[config.mk]
export PLATFORM = sky130hd
export DESIGN_NAME = gpl_port
export DESIGN_NICKNAME = d
export VERILOG_FILES = /design/src/rtl/gpl_pkg.sv /design/src/rtl/gpl_port_byte.sv /design/src/rtl/gpl_port.sv
export VERILOG_INCLUDE_DIRS = /design/src /design/src/rtl
export SDC_FILE = /design/constraint.sdc
export NUM_CORES = 1
export LEC_CHECK = 0
export BUFFER_PORTS_ARGS = -buffer_cell sky130_fd_sc_hd__buf_2
export CORE_MARGIN = 3
export CORE_UTILIZATION = 45
export DETAILED_ROUTE_END_ITERATION = 16
export PLACE_DENSITY = 0.86
export SLEW_MARGIN = 20
export SYNTH_ARGS = -nofsm -noshare
export SYNTH_HDL_FRONTEND = slang
export SYNTH_SLANG_ARGS = --single-unit
[constraint.sdc]
create_clock -name i_mclk -period 3 [get_ports i_mclk]
set_clock_uncertainty 0.1 [all_clocks]
set_input_delay 0.3 -clock i_mclk [delete_from_list [all_inputs] [get_ports i_mclk]]
set_output_delay 0.3 -clock i_mclk [all_outputs]
set_load 0.05 [all_outputs]
[src/rtl/gpl_regs.svh]
// Address map, field positions and reset values of the port block.
`ifndef GPL_REGS_SVH
`define GPL_REGS_SVH
`define GPL_ADDR_W 16
`define GPL_DATA_W 8
`define GPL_NPORTS 4
`define GPL_ADDR_P0 16'hff00
`define GPL_ADDR_P1 16'hff01
`define GPL_ADDR_P2 16'hff02
`define GPL_ADDR_P3 16'hff03
`define GPL_ADDR_PIN_SEL 16'hff2f
`define GPL_ADDR_PULL0 16'hff30
`define GPL_ADDR_PULL1 16'hff31
`define GPL_ADDR_PULL3 16'hff33
`define GPL_RST_BYTE 8'h00
`define GPL_CNT_RST 4'h0
`define GPL_CNT_MSB 3
`define GPL_CNT_LSB 0
`define GPL_CNT_MAX 4'h8
`define GPL_PULL0_MASK 8'h7f
`define GPL_PULL1_MASK 8'hff
`define GPL_PULL3_MASK 8'h0f
`define GPL_PORT2_IDX 2
`endif

[src/rtl/gpl_pkg.sv]
// Types shared by the port block.
`include "gpl_regs.svh"
package gpl_pkg;
   typedef logic [`GPL_DATA_W-1:0] gpl_byte_t;
   typedef logic [`GPL_ADDR_W-1:0] gpl_addr_t;
   typedef logic [`GPL_CNT_MSB:`GPL_CNT_LSB] gpl_count_t;
   typedef enum logic {gpl_wait_idle, gpl_wait_held} gpl_wait_t;
endpackage : gpl_pkg

[src/rtl/gpl_port_byte.sv]
// One 8-bit port: output latch, pin drive and mode-dependent read value.
`timescale 1ns/100ps
`default_nettype none
`include "gpl_regs.svh"
module gpl_port_byte
   import gpl_pkg::*;
(
   input wire logic i_mclk,
   input wire logic i_rst_b,
   input wire logic i_wr_en,
   input wire gpl_byte_t i_wdata,
   input wire gpl_byte_t i_dir_in,
   input wire gpl_byte_t i_pins,
   output gpl_byte_t o_latch,
   output gpl_byte_t o_pin_oe,
   output gpl_byte_t o_rd_val
);
   gpl_byte_t latch;
   gpl_byte_t next_latch;

   always_comb begin
      // Loaded in either direction; input pins simply keep the driver off.
      next_latch = i_wr_en ? i_wdata : latch;
   end

   always_ff @(posedge i_mclk) begin
      if (!i_rst_b) begin
         latch <= `GPL_RST_BYTE;
      end else begin
         latch <= next_latch;
      end
   end

   assign o_latch = latch;
   assign o_pin_oe = ~i_dir_in;
   // Per pin: latch when driving, pin level when an input.
   assign o_rd_val = (latch & ~i_dir_in) | (i_pins & i_dir_in);
endmodule : gpl_port_byte
`default_nettype wire

[src/rtl/gpl_port.sv]
// Port latches, analog/digital pin select and pull-up option registers.
`timescale 1ns/100ps
`default_nettype none
`include "gpl_regs.svh"
module gpl_port
   import gpl_pkg::*;
(
   input wire logic i_mclk,
   input wire logic i_rst_b,
   input wire gpl_addr_t i_addr,
   input wire logic i_wr,
   input wire gpl_byte_t i_wdata,
   input wire logic i_bit_wr,
   input wire logic [2:0] i_bit_idx,
   input wire logic i_bit_val,
   input wire logic i_rd,
   output logic o_wait,
   output gpl_byte_t o_rdata,
   input wire gpl_byte_t i_port0_dir_in,
   input wire gpl_byte_t i_port1_dir_in,
   input wire gpl_byte_t i_port2_direction,
   input wire gpl_byte_t i_port3_dir_in,
   input wire gpl_byte_t i_port0_pins,
   input wire gpl_byte_t i_port1_pins,
   input wire gpl_byte_t i_port2_pins,
   input wire gpl_byte_t i_port3_pins,
   output gpl_byte_t o_port0_out,
   output gpl_byte_t o_port1_out,
   output gpl_byte_t o_port2_out,
   output gpl_byte_t o_port3_out,
   output gpl_byte_t o_port0_oe,
   output gpl_byte_t o_port1_oe,
   output gpl_byte_t o_port2_oe,
   output gpl_byte_t o_port3_oe,
   output gpl_byte_t o_port0_pullup,
   output gpl_byte_t o_port1_pullup,
   output gpl_byte_t o_port3_pullup,
   output gpl_byte_t o_analog_inputs
);
   gpl_byte_t dir_in [`GPL_NPORTS];
   gpl_byte_t pins [`GPL_NPORTS];
   gpl_byte_t latch [`GPL_NPORTS];
   gpl_byte_t oe_raw [`GPL_NPORTS];
   gpl_byte_t rd_val [`GPL_NPORTS];
   logic [`GPL_NPORTS-1:0] port_wr;
   gpl_addr_t port_addr [`GPL_NPORTS];
   gpl_count_t digital_pin_count;
   gpl_count_t next_digital_pin_count;
   gpl_byte_t pullup_option_port0;
   gpl_byte_t pullup_option_port1;
   gpl_byte_t pullup_option_port3;
   gpl_byte_t next_pull0;
   gpl_byte_t next_pull1;
   gpl_byte_t next_pull3;
   gpl_byte_t digital_mask;
   gpl_byte_t cur_val;
   gpl_byte_t wr_val;
   gpl_byte_t next_rdata;
   gpl_byte_t rdata;
   gpl_wait_t wait_st;
   gpl_wait_t next_wait_st;
   logic any_wr;
   logic sel_hit;
   logic sel_commit;

   assign port_addr[0] = `GPL_ADDR_P0;
   assign port_addr[1] = `GPL_ADDR_P1;
   assign port_addr[2] = `GPL_ADDR_P2;
   assign port_addr[3] = `GPL_ADDR_P3;
   assign dir_in[0] = i_port0_dir_in;
   assign dir_in[1] = i_port1_dir_in;
   assign dir_in[2] = i_port2_direction;
   assign dir_in[3] = i_port3_dir_in;
   assign pins[0] = i_port0_pins;
   assign pins[1] = i_port1_pins;
   assign pins[2] = i_port2_pins;
   assign pins[3] = i_port3_pins;

   // Pins below the count are digital; the rest go to the converter.
   always_comb begin
      for (int k = 0; k < `GPL_DATA_W; k++) begin
         digital_mask[k] = ({1'b0, digital_pin_count} > 5'(k));
      end
   end

   // Current byte value at the addressed location, as a read would see it.
   always_comb begin
      cur_val = `GPL_RST_BYTE;
      for (int p = 0; p < `GPL_NPORTS; p++) begin
         if (i_addr == port_addr[p]) begin
            cur_val = rd_val[p];
         end
      end
      case (i_addr)
         `GPL_ADDR_PIN_SEL: cur_val = gpl_byte_t'(digital_pin_count);
         `GPL_ADDR_PULL0: cur_val = pullup_option_port0 & `GPL_PULL0_MASK;
         `GPL_ADDR_PULL1: cur_val = pullup_option_port1 & `GPL_PULL1_MASK;
         `GPL_ADDR_PULL3: cur_val = pullup_option_port3 & `GPL_PULL3_MASK;
         default: cur_val = cur_val;
      endcase
   end

   // A bit instruction rewrites the whole byte from the read value, so an
   // input pin's latch takes whatever level the pin had at that moment.
   always_comb begin
      wr_val = i_wdata;
      if (i_bit_wr) begin
         wr_val = cur_val;
         wr_val[i_bit_idx] = i_bit_val;
      end
   end

   assign any_wr = i_wr | i_bit_wr;
   assign sel_hit = any_wr && (i_addr == `GPL_ADDR_PIN_SEL);

   // The select write is held off for one cycle; the CPU keeps the
   // request up while o_wait is high.
   always_comb begin
      next_wait_st = gpl_wait_idle;
      sel_commit = 1'b0;
      case (wait_st)
         gpl_wait_idle: begin
            if (sel_hit) begin
               next_wait_st = gpl_wait_held;
            end
         end
         gpl_wait_held: begin
            sel_commit = sel_hit;
         end
         default: next_wait_st = gpl_wait_idle;
      endcase
   end
   assign o_wait = sel_hit && (wait_st == gpl_wait_idle);

   always_comb begin
      next_digital_pin_count = digital_pin_count;
      next_pull0 = pullup_option_port0;
      next_pull1 = pullup_option_port1;
      next_pull3 = pullup_option_port3;
      if (sel_commit) begin
         next_digital_pin_count = wr_val[`GPL_CNT_MSB:`GPL_CNT_LSB];
      end
      if (any_wr) begin
         case (i_addr)
            `GPL_ADDR_PULL0: begin
               next_pull0 = wr_val & `GPL_PULL0_MASK;
            end
            `GPL_ADDR_PULL1: next_pull1 = wr_val & `GPL_PULL1_MASK;
            `GPL_ADDR_PULL3: next_pull3 = wr_val & `GPL_PULL3_MASK;
            default: next_pull0 = next_pull0;
         endcase
      end
      next_rdata = i_rd ? cur_val : rdata;
   end

   always_ff @(posedge i_mclk) begin
      if (!i_rst_b) begin
         digital_pin_count <= `GPL_CNT_RST;
         pullup_option_port0 <= `GPL_RST_BYTE;
         pullup_option_port1 <= `GPL_RST_BYTE;
         pullup_option_port3 <= `GPL_RST_BYTE;
         rdata <= `GPL_RST_BYTE;
         wait_st <= gpl_wait_idle;
      end else begin
         digital_pin_count <= next_digital_pin_count;
         pullup_option_port0 <= next_pull0;
         pullup_option_port1 <= next_pull1;
         pullup_option_port3 <= next_pull3;
         rdata <= next_rdata;
         wait_st <= next_wait_st;
      end
   end

   genvar g;
   generate
      for (g = 0; g < `GPL_NPORTS; g++) begin : g_port
         assign port_wr[g] = any_wr && (i_addr == port_addr[g]);
         gpl_port_byte u_byte (
            .i_mclk(i_mclk),
            .i_rst_b(i_rst_b),
            .i_wr_en(port_wr[g]),
            .i_wdata(wr_val),
            .i_dir_in(dir_in[g]),
            .i_pins(pins[g]),
            .o_latch(latch[g]),
            .o_pin_oe(oe_raw[g]),
            .o_rd_val(rd_val[g])
         );
      end
   endgenerate

   assign o_rdata = rdata;
   assign o_port0_out = latch[0];
   assign o_port1_out = latch[1];
   assign o_port2_out = latch[2];
   assign o_port3_out = latch[3];
   assign o_port0_oe = oe_raw[0];
   assign o_port1_oe = oe_raw[1];
   // An analog pin never drives, whatever its direction bit says.
   assign o_port2_oe = oe_raw[`GPL_PORT2_IDX] & digital_mask;
   assign o_port3_oe = oe_raw[3];
   assign o_analog_inputs = ~digital_mask;
   assign o_port0_pullup = pullup_option_port0 & i_port0_dir_in;
   assign o_port1_pullup = pullup_option_port1 & i_port1_dir_in;
   assign o_port3_pullup = pullup_option_port3 & i_port3_dir_in;
endmodule : gpl_port
`default_nettype wire

# Yosys cells after proc, flatten, opt, wreduce, memory -nomap -nowiden
# Index checks and enable logic that the tools add are counted.
# W data, S select, Z words.
# totals
input_bits	97
wordCells	74
ff_bits	64
# op_classes
n_lt_le_gt_ge	10
reduce_logical	11
mux	11
n_eq_ne	8
n_bitwise	24
# op_table
cell	n
$eq A16 B16 Y1 const B	8
$and A8 B8 Y8	10
$mux W8	5
$not A8 Y8	5
$or A8 B8 Y8	4
$pmux W8 S4	1
$gt A4 B3 Y1 const B	4
$and A4 B8 Y8	1
$and A7 B8 Y8	1
$bwmux W8	1
$gt A4 B1 Y1 const B	2
$gt A4 B2 Y1 const B	2
$logic_and A1 B1 Y1	7
$reduce_and A2 Y1	3
$lt A3 B4 Y1 const B	1
$demux W1 S3	1
$ge A3 B1 Y1 const B	1
$mux W1	3
$not A1 Y1	2
$reduce_or A2 Y1	1
$or A1 B1 Y1	1

# Logic depth before layout (Yosys ltp)
# depth
word_depth	10
ltp_mapped	8

# Modules after synthesis
# A second synthesis with hierarchy kept.
# unflattened
cells_unflattened	521
hier_area_um2	4331.7
# by_module_without_submodules
mod	cells_each	area_each_um2	instances
gpl_port	357	2645.0	1
gpl_port_byte	41	421.7	4

# Worst setup path after synthesis
# Ideal clock, no wire load.
# synth_timing
kind	register to output
from	register digital_pin_count[3]
to	output o_port2_oe[0]
arrival_ns	2.746
slack_ns	-0.146
path_stages_with_launch	4
required_ns	2.600
n_path_buf	1
path_cell_list	dfxtp_1 clkbuf_1 nor4_1 nor2_1
# synth_via
elab_chain_len	2
# synth_rtl
item	line	text
start, declared	gpl_port.sv:47	gpl_count_t digital_pin_count;
start signal, assigned	gpl_port.sv:158	digital_pin_count <= `GPL_CNT_RST;
start signal, assigned	gpl_port.sv:165	digital_pin_count <= next_digital_pin_count;
$gt A4 B1 Y1	gpl_port.sv:82	digital_mask[k] = ({1'b0, digital_pin_count} > 5'(k));
$and A8 B8 Y8	gpl_port.sv:200	assign o_port2_oe = oe_raw[`GPL_PORT2_IDX] & digital_mask;
end, declared	gpl_port.sv:33	output gpl_byte_t o_port2_oe,
# Every way passes these cells.

# Worst setup path after layout
# layout_timing
from	input i_addr[11]
to	register g_port[0].u_byte.latch[6]
# layout_via
elab_chain_len	8
# layout_rtl
item	line	text
start, declared	gpl_port.sv:10	input wire gpl_addr_t i_addr,
$eq A16 B16 Y1	gpl_port.sv:90, gpl_port.sv:177	
$mux W8 (4 in a row)	gpl_port.sv:90	if (i_addr == port_addr[p]) begin
$pmux W8 S4	gpl_port.sv:94	case (i_addr)
$bwmux W8	gpl_port.sv:109	wr_val[i_bit_idx] = i_bit_val;
$mux W8	gpl_port.sv:107	if (i_bit_wr) begin
end signal, assigned	gpl_port_byte.sv:28	latch <= `GPL_RST_BYTE;
end signal, assigned	gpl_port_byte.sv:30	latch <= next_latch;
end, declared	gpl_port_byte.sv:18	gpl_byte_t latch;
# Several ways; a longest one is shown, not always the timed one.
# A chain may end at the register's enable or synchronous reset.

==> results_dict.tcl <==
set metrics [dict create \
    cts_hold_repair.buffers 0 \
    grt_pass1_wl_um 25000 \
    grtUsageTotal_pct 32.1 \
    yosys.area_share.xor_xnor_pct 0 \
    start_util_pct 46.6 \
    detail_route.wirelength_um 17200 \
    drt_iter0_markers 411 \
    start_kind "primary input" \
    peakVddDrop_mv 0.225 \
    hpwl_um 13400 \
    io_buffers 196 \
    routed_via_density 6.05 \
    syn-instance-count 541 \
    grt_max_degree 40 \
    synth_top_cell_by_area "dfxtp_1" \
    cts_resized 0 \
    cp-startpoint "i_addr[11]" \
    finalSetupViolCount 0 \
    antenna_found_initial 0 \
    slew_violations 0 \
    ant_nets 0 \
    yosys.area_share.adder_pct 0 \
    dieArea_um2 10300 \
    gp_congestion 0.936 \
    synthArstFlopShare_pct 0 \
    cp_max_fo 17 \
    crit_arrival_ns 2.59 \
    p_seq_share_pct 44.5 \
    clock_latency_ns 0.35 \
    grt_pass1_vias 4505 \
    grt_overflow 0 \
    p_clk_share_pct 36.0 \
    cellPowerDensity_nw_per_um2 362 \
    cts_post_setup_buffers_inserted 0 \
    synth.yosys.seq_area_share_pct 31.2 \
    clk_path_buf_depth 2 \
    dr.pass1.iters 6 \
    hp-class "primary input to flip-flop" \
    fmax_mhz 416 \
    via_count 5078 \
    syn_area_um2 4100 \
    yosys.area_share.simple_pct 27.4 \
    cts.sinks 64 \
    synth.avg_cell_area_um2 7.58 \
    crit_type "primary input to flip-flop" \
    fin_crit_ns 2.41 \
    placed_cells 823 \
    hold_violations 0 \
    setup_tns_ns 0 \
    synth_top_family_by_area "simple AND/OR/NAND/NOR gates" \
    synth-compound-area-share_pct 24.7 \
    rsz0062_at_grt "no" \
    switching_share_pct 34.2 \
    worstHoldStart "i_rd" \
    ys_types 59 \
    yosysWarningCount 0 \
    num-nets-final 823 \
    cts_root_buffer "clkbuf_8" \
    drc 0 \
    slew-limit-headroom_pct 42.6 \
    drive_gt1_share_pct 35.0 \
    htreeDepth 3 \
    synth_top_area_share_pct 31.2 \
    worstPathRequired_ns 3.18 \
    cts_tree "yes" \
    wl_per_cell_um 20.5 \
    path_clk_slew_ns 0.09 \
    end_kind "flip-flop" \
    synth_edf_count 0 \
    leakage_nw 2.40 \
    synth_mux_area_share_pct 9.61 \
    fin_crit_sh_pct 80.2 \
    stdcell_count 839 \
    r2r_start "g_port[0].u_byte.o_latch[3]" \
    p_int_mw 1.27 \
    worst_slew_pin_slew_ns 0.859 \
    synth_flop_cell "dfxtp_1" \
    cap_violations 0 \
    cts_buffers 9 \
    die_x_um 101 \
    rows 34 \
    comb_power_share_pct 19.6 \
    ys_ff_latch 64 \
    outcome "finished, final reports clean" \
    p_sw_uw 659 \
    io_pins 202 \
    synth.top_cells.by_area "dfxtp_1 (31%), mux2i_1 (6.6%), nor2_1 (5.2%)" \
    ff2ff_setup_slack_ns 0.90 \
    chipHeight_um 101 \
    insertedDiodeCount 0 \
    syn_to_final_growth_pct 29.6 \
    core_area_um2 8810 \
]
## cell families after synthesis
kind of cell	Yosys count
buffers and inverters	66
flip-flops	64
AO/OA/AOI/OAI	163
other	1
AND/OR/NAND/NOR	209
multiplexers	38
## metrics by stage
stage | hold WS [ns] | setup WS (ns) | utilization [%] | power [mW] | cell area, um^2
5_1_grt | 0.280 | 0.401 | 60.3 | 1.99 | 5310
3_5_place_dp | 0.355 | 0.388 | 58.4 | 1.24 | 5140
3_3_place_gp | 0.348 | 0.390 | 58.4 | 1.24 | 5140
4_1_cts | 0.261 | 0.742 | 60.3 | 1.92 | 5310
6_report | 0.282 | 0.594 | 60.3 | 1.92 | 5310
2_1_floorplan | 0.324 | 0.285 | - | 1.10 | 4120
## final timing paths
kind	to	cells after the start
worst max-delay path	g_port[0].u_byte.o_latch[6]	7
worst min-delay path	o_rdata[5]	2
worst max register to register	g_port[0].u_byte.o_latch[3]	6
worst min register to register	wait_st	1
## synthesized netlist by cell type, types with 2 or more instances
library cell	count
a211oi_1	13
a21boi_1	2
a21oi_1	38
a221oi_2	2
a22oi_1	6
a31oi_1	26
a32oi_1	2
and2_1	20
and4_1	2
buf_2	8
buf_4	5
clkbuf_1	21
dfxtp_1	64
inv_1	29
mux2_2	11
mux2i_1	27
nand2_1	42
nand2b_1	2
nand3_1	31
nand4_1	6
nand4bb_1	2
nor2_1	57
nor2b_1	8
nor3_1	9
nor4_1	10
nor4_2	2
nor4_4	3
o211ai_1	4
o21a_1	4
o21ai_0	30
o21ai_1	18
o21ai_2	2
o221ai_1	2
o22ai_1	3
o22ai_2	2
or2_2	3
or4_1	3
## registers in the layout, summed over array words and instances, names as in the netlist
signal / cells
digital_pin_count: 4
g_port.u_byte.o_latch: 32
o_rdata: 8
pullup_option_port0: 7
pullup_option_port1: 8
pullup_option_port3: 4
wait_st: 1
## area by class of cell
| cell class | count | area [um^2] |
|---|---|---|
| fill | 858 | 3490 |
| multi-input combinational | 415 | 2560 |
| sequential | 64 | 1280 |
| timing repair buffer | 206 | 1060 |
| tap | 108 | 135 |
| clock buffer | 9 | 124 |
| inverter | 30 | 113 |
| clock inverter | 7 | 47.5 |
## power by group through the flow
| stage | Clock (mW) | Combinational, mW | Sequential, mW |
|---|---|---|---|
| after floorplan | 0 | 0.209 | 0.891 |
| after global placement | 0 | 0.363 | 0.875 |
| after detailed placement | 0 | 0.369 | 0.876 |
| after CTS | 0.693 | 0.370 | 0.856 |
| after global routing | 0.738 | 0.397 | 0.856 |
| final | 0.692 | 0.376 | 0.856 |
## layer usage
layer  global-route usage [%]  part of all wire (%)  vias up
met1                     42.8                    41     2407
met3                     6.27                   9.7       34
met4                     11.9                   3.0        0
met2                     51.5                    47      301
li1                         -                     -     2336
met5                        0                     0        -
## cell usage in the layout, fill, tap and decap left out, types with 11 or more instances in the layout
cell type  netlist  routed
a31oi_1         26      26
o21ai_1         18      18
inv_1           29      29
dfxtp_1         64      64
and2_1          20      20
nand3_1         31      31
nand2_1         42      42
buf_2            8     196
nor2_1          57      57
mux2i_1         27      27
o21ai_0         30      30
a211oi_1        13      13
a21oi_1         38      38
mux2_2          11      11
## worst max-delay path, stage by stage
cell,delay [ns]
buf_2,0.09
nand4_2,0.41
nor4_2,0.85
a32oi_1,0.25
a31oi_1,0.33
a31oi_1,0.17
a21oi_1,0.18
No activity file was read; power rests on OpenSTA's default activity.
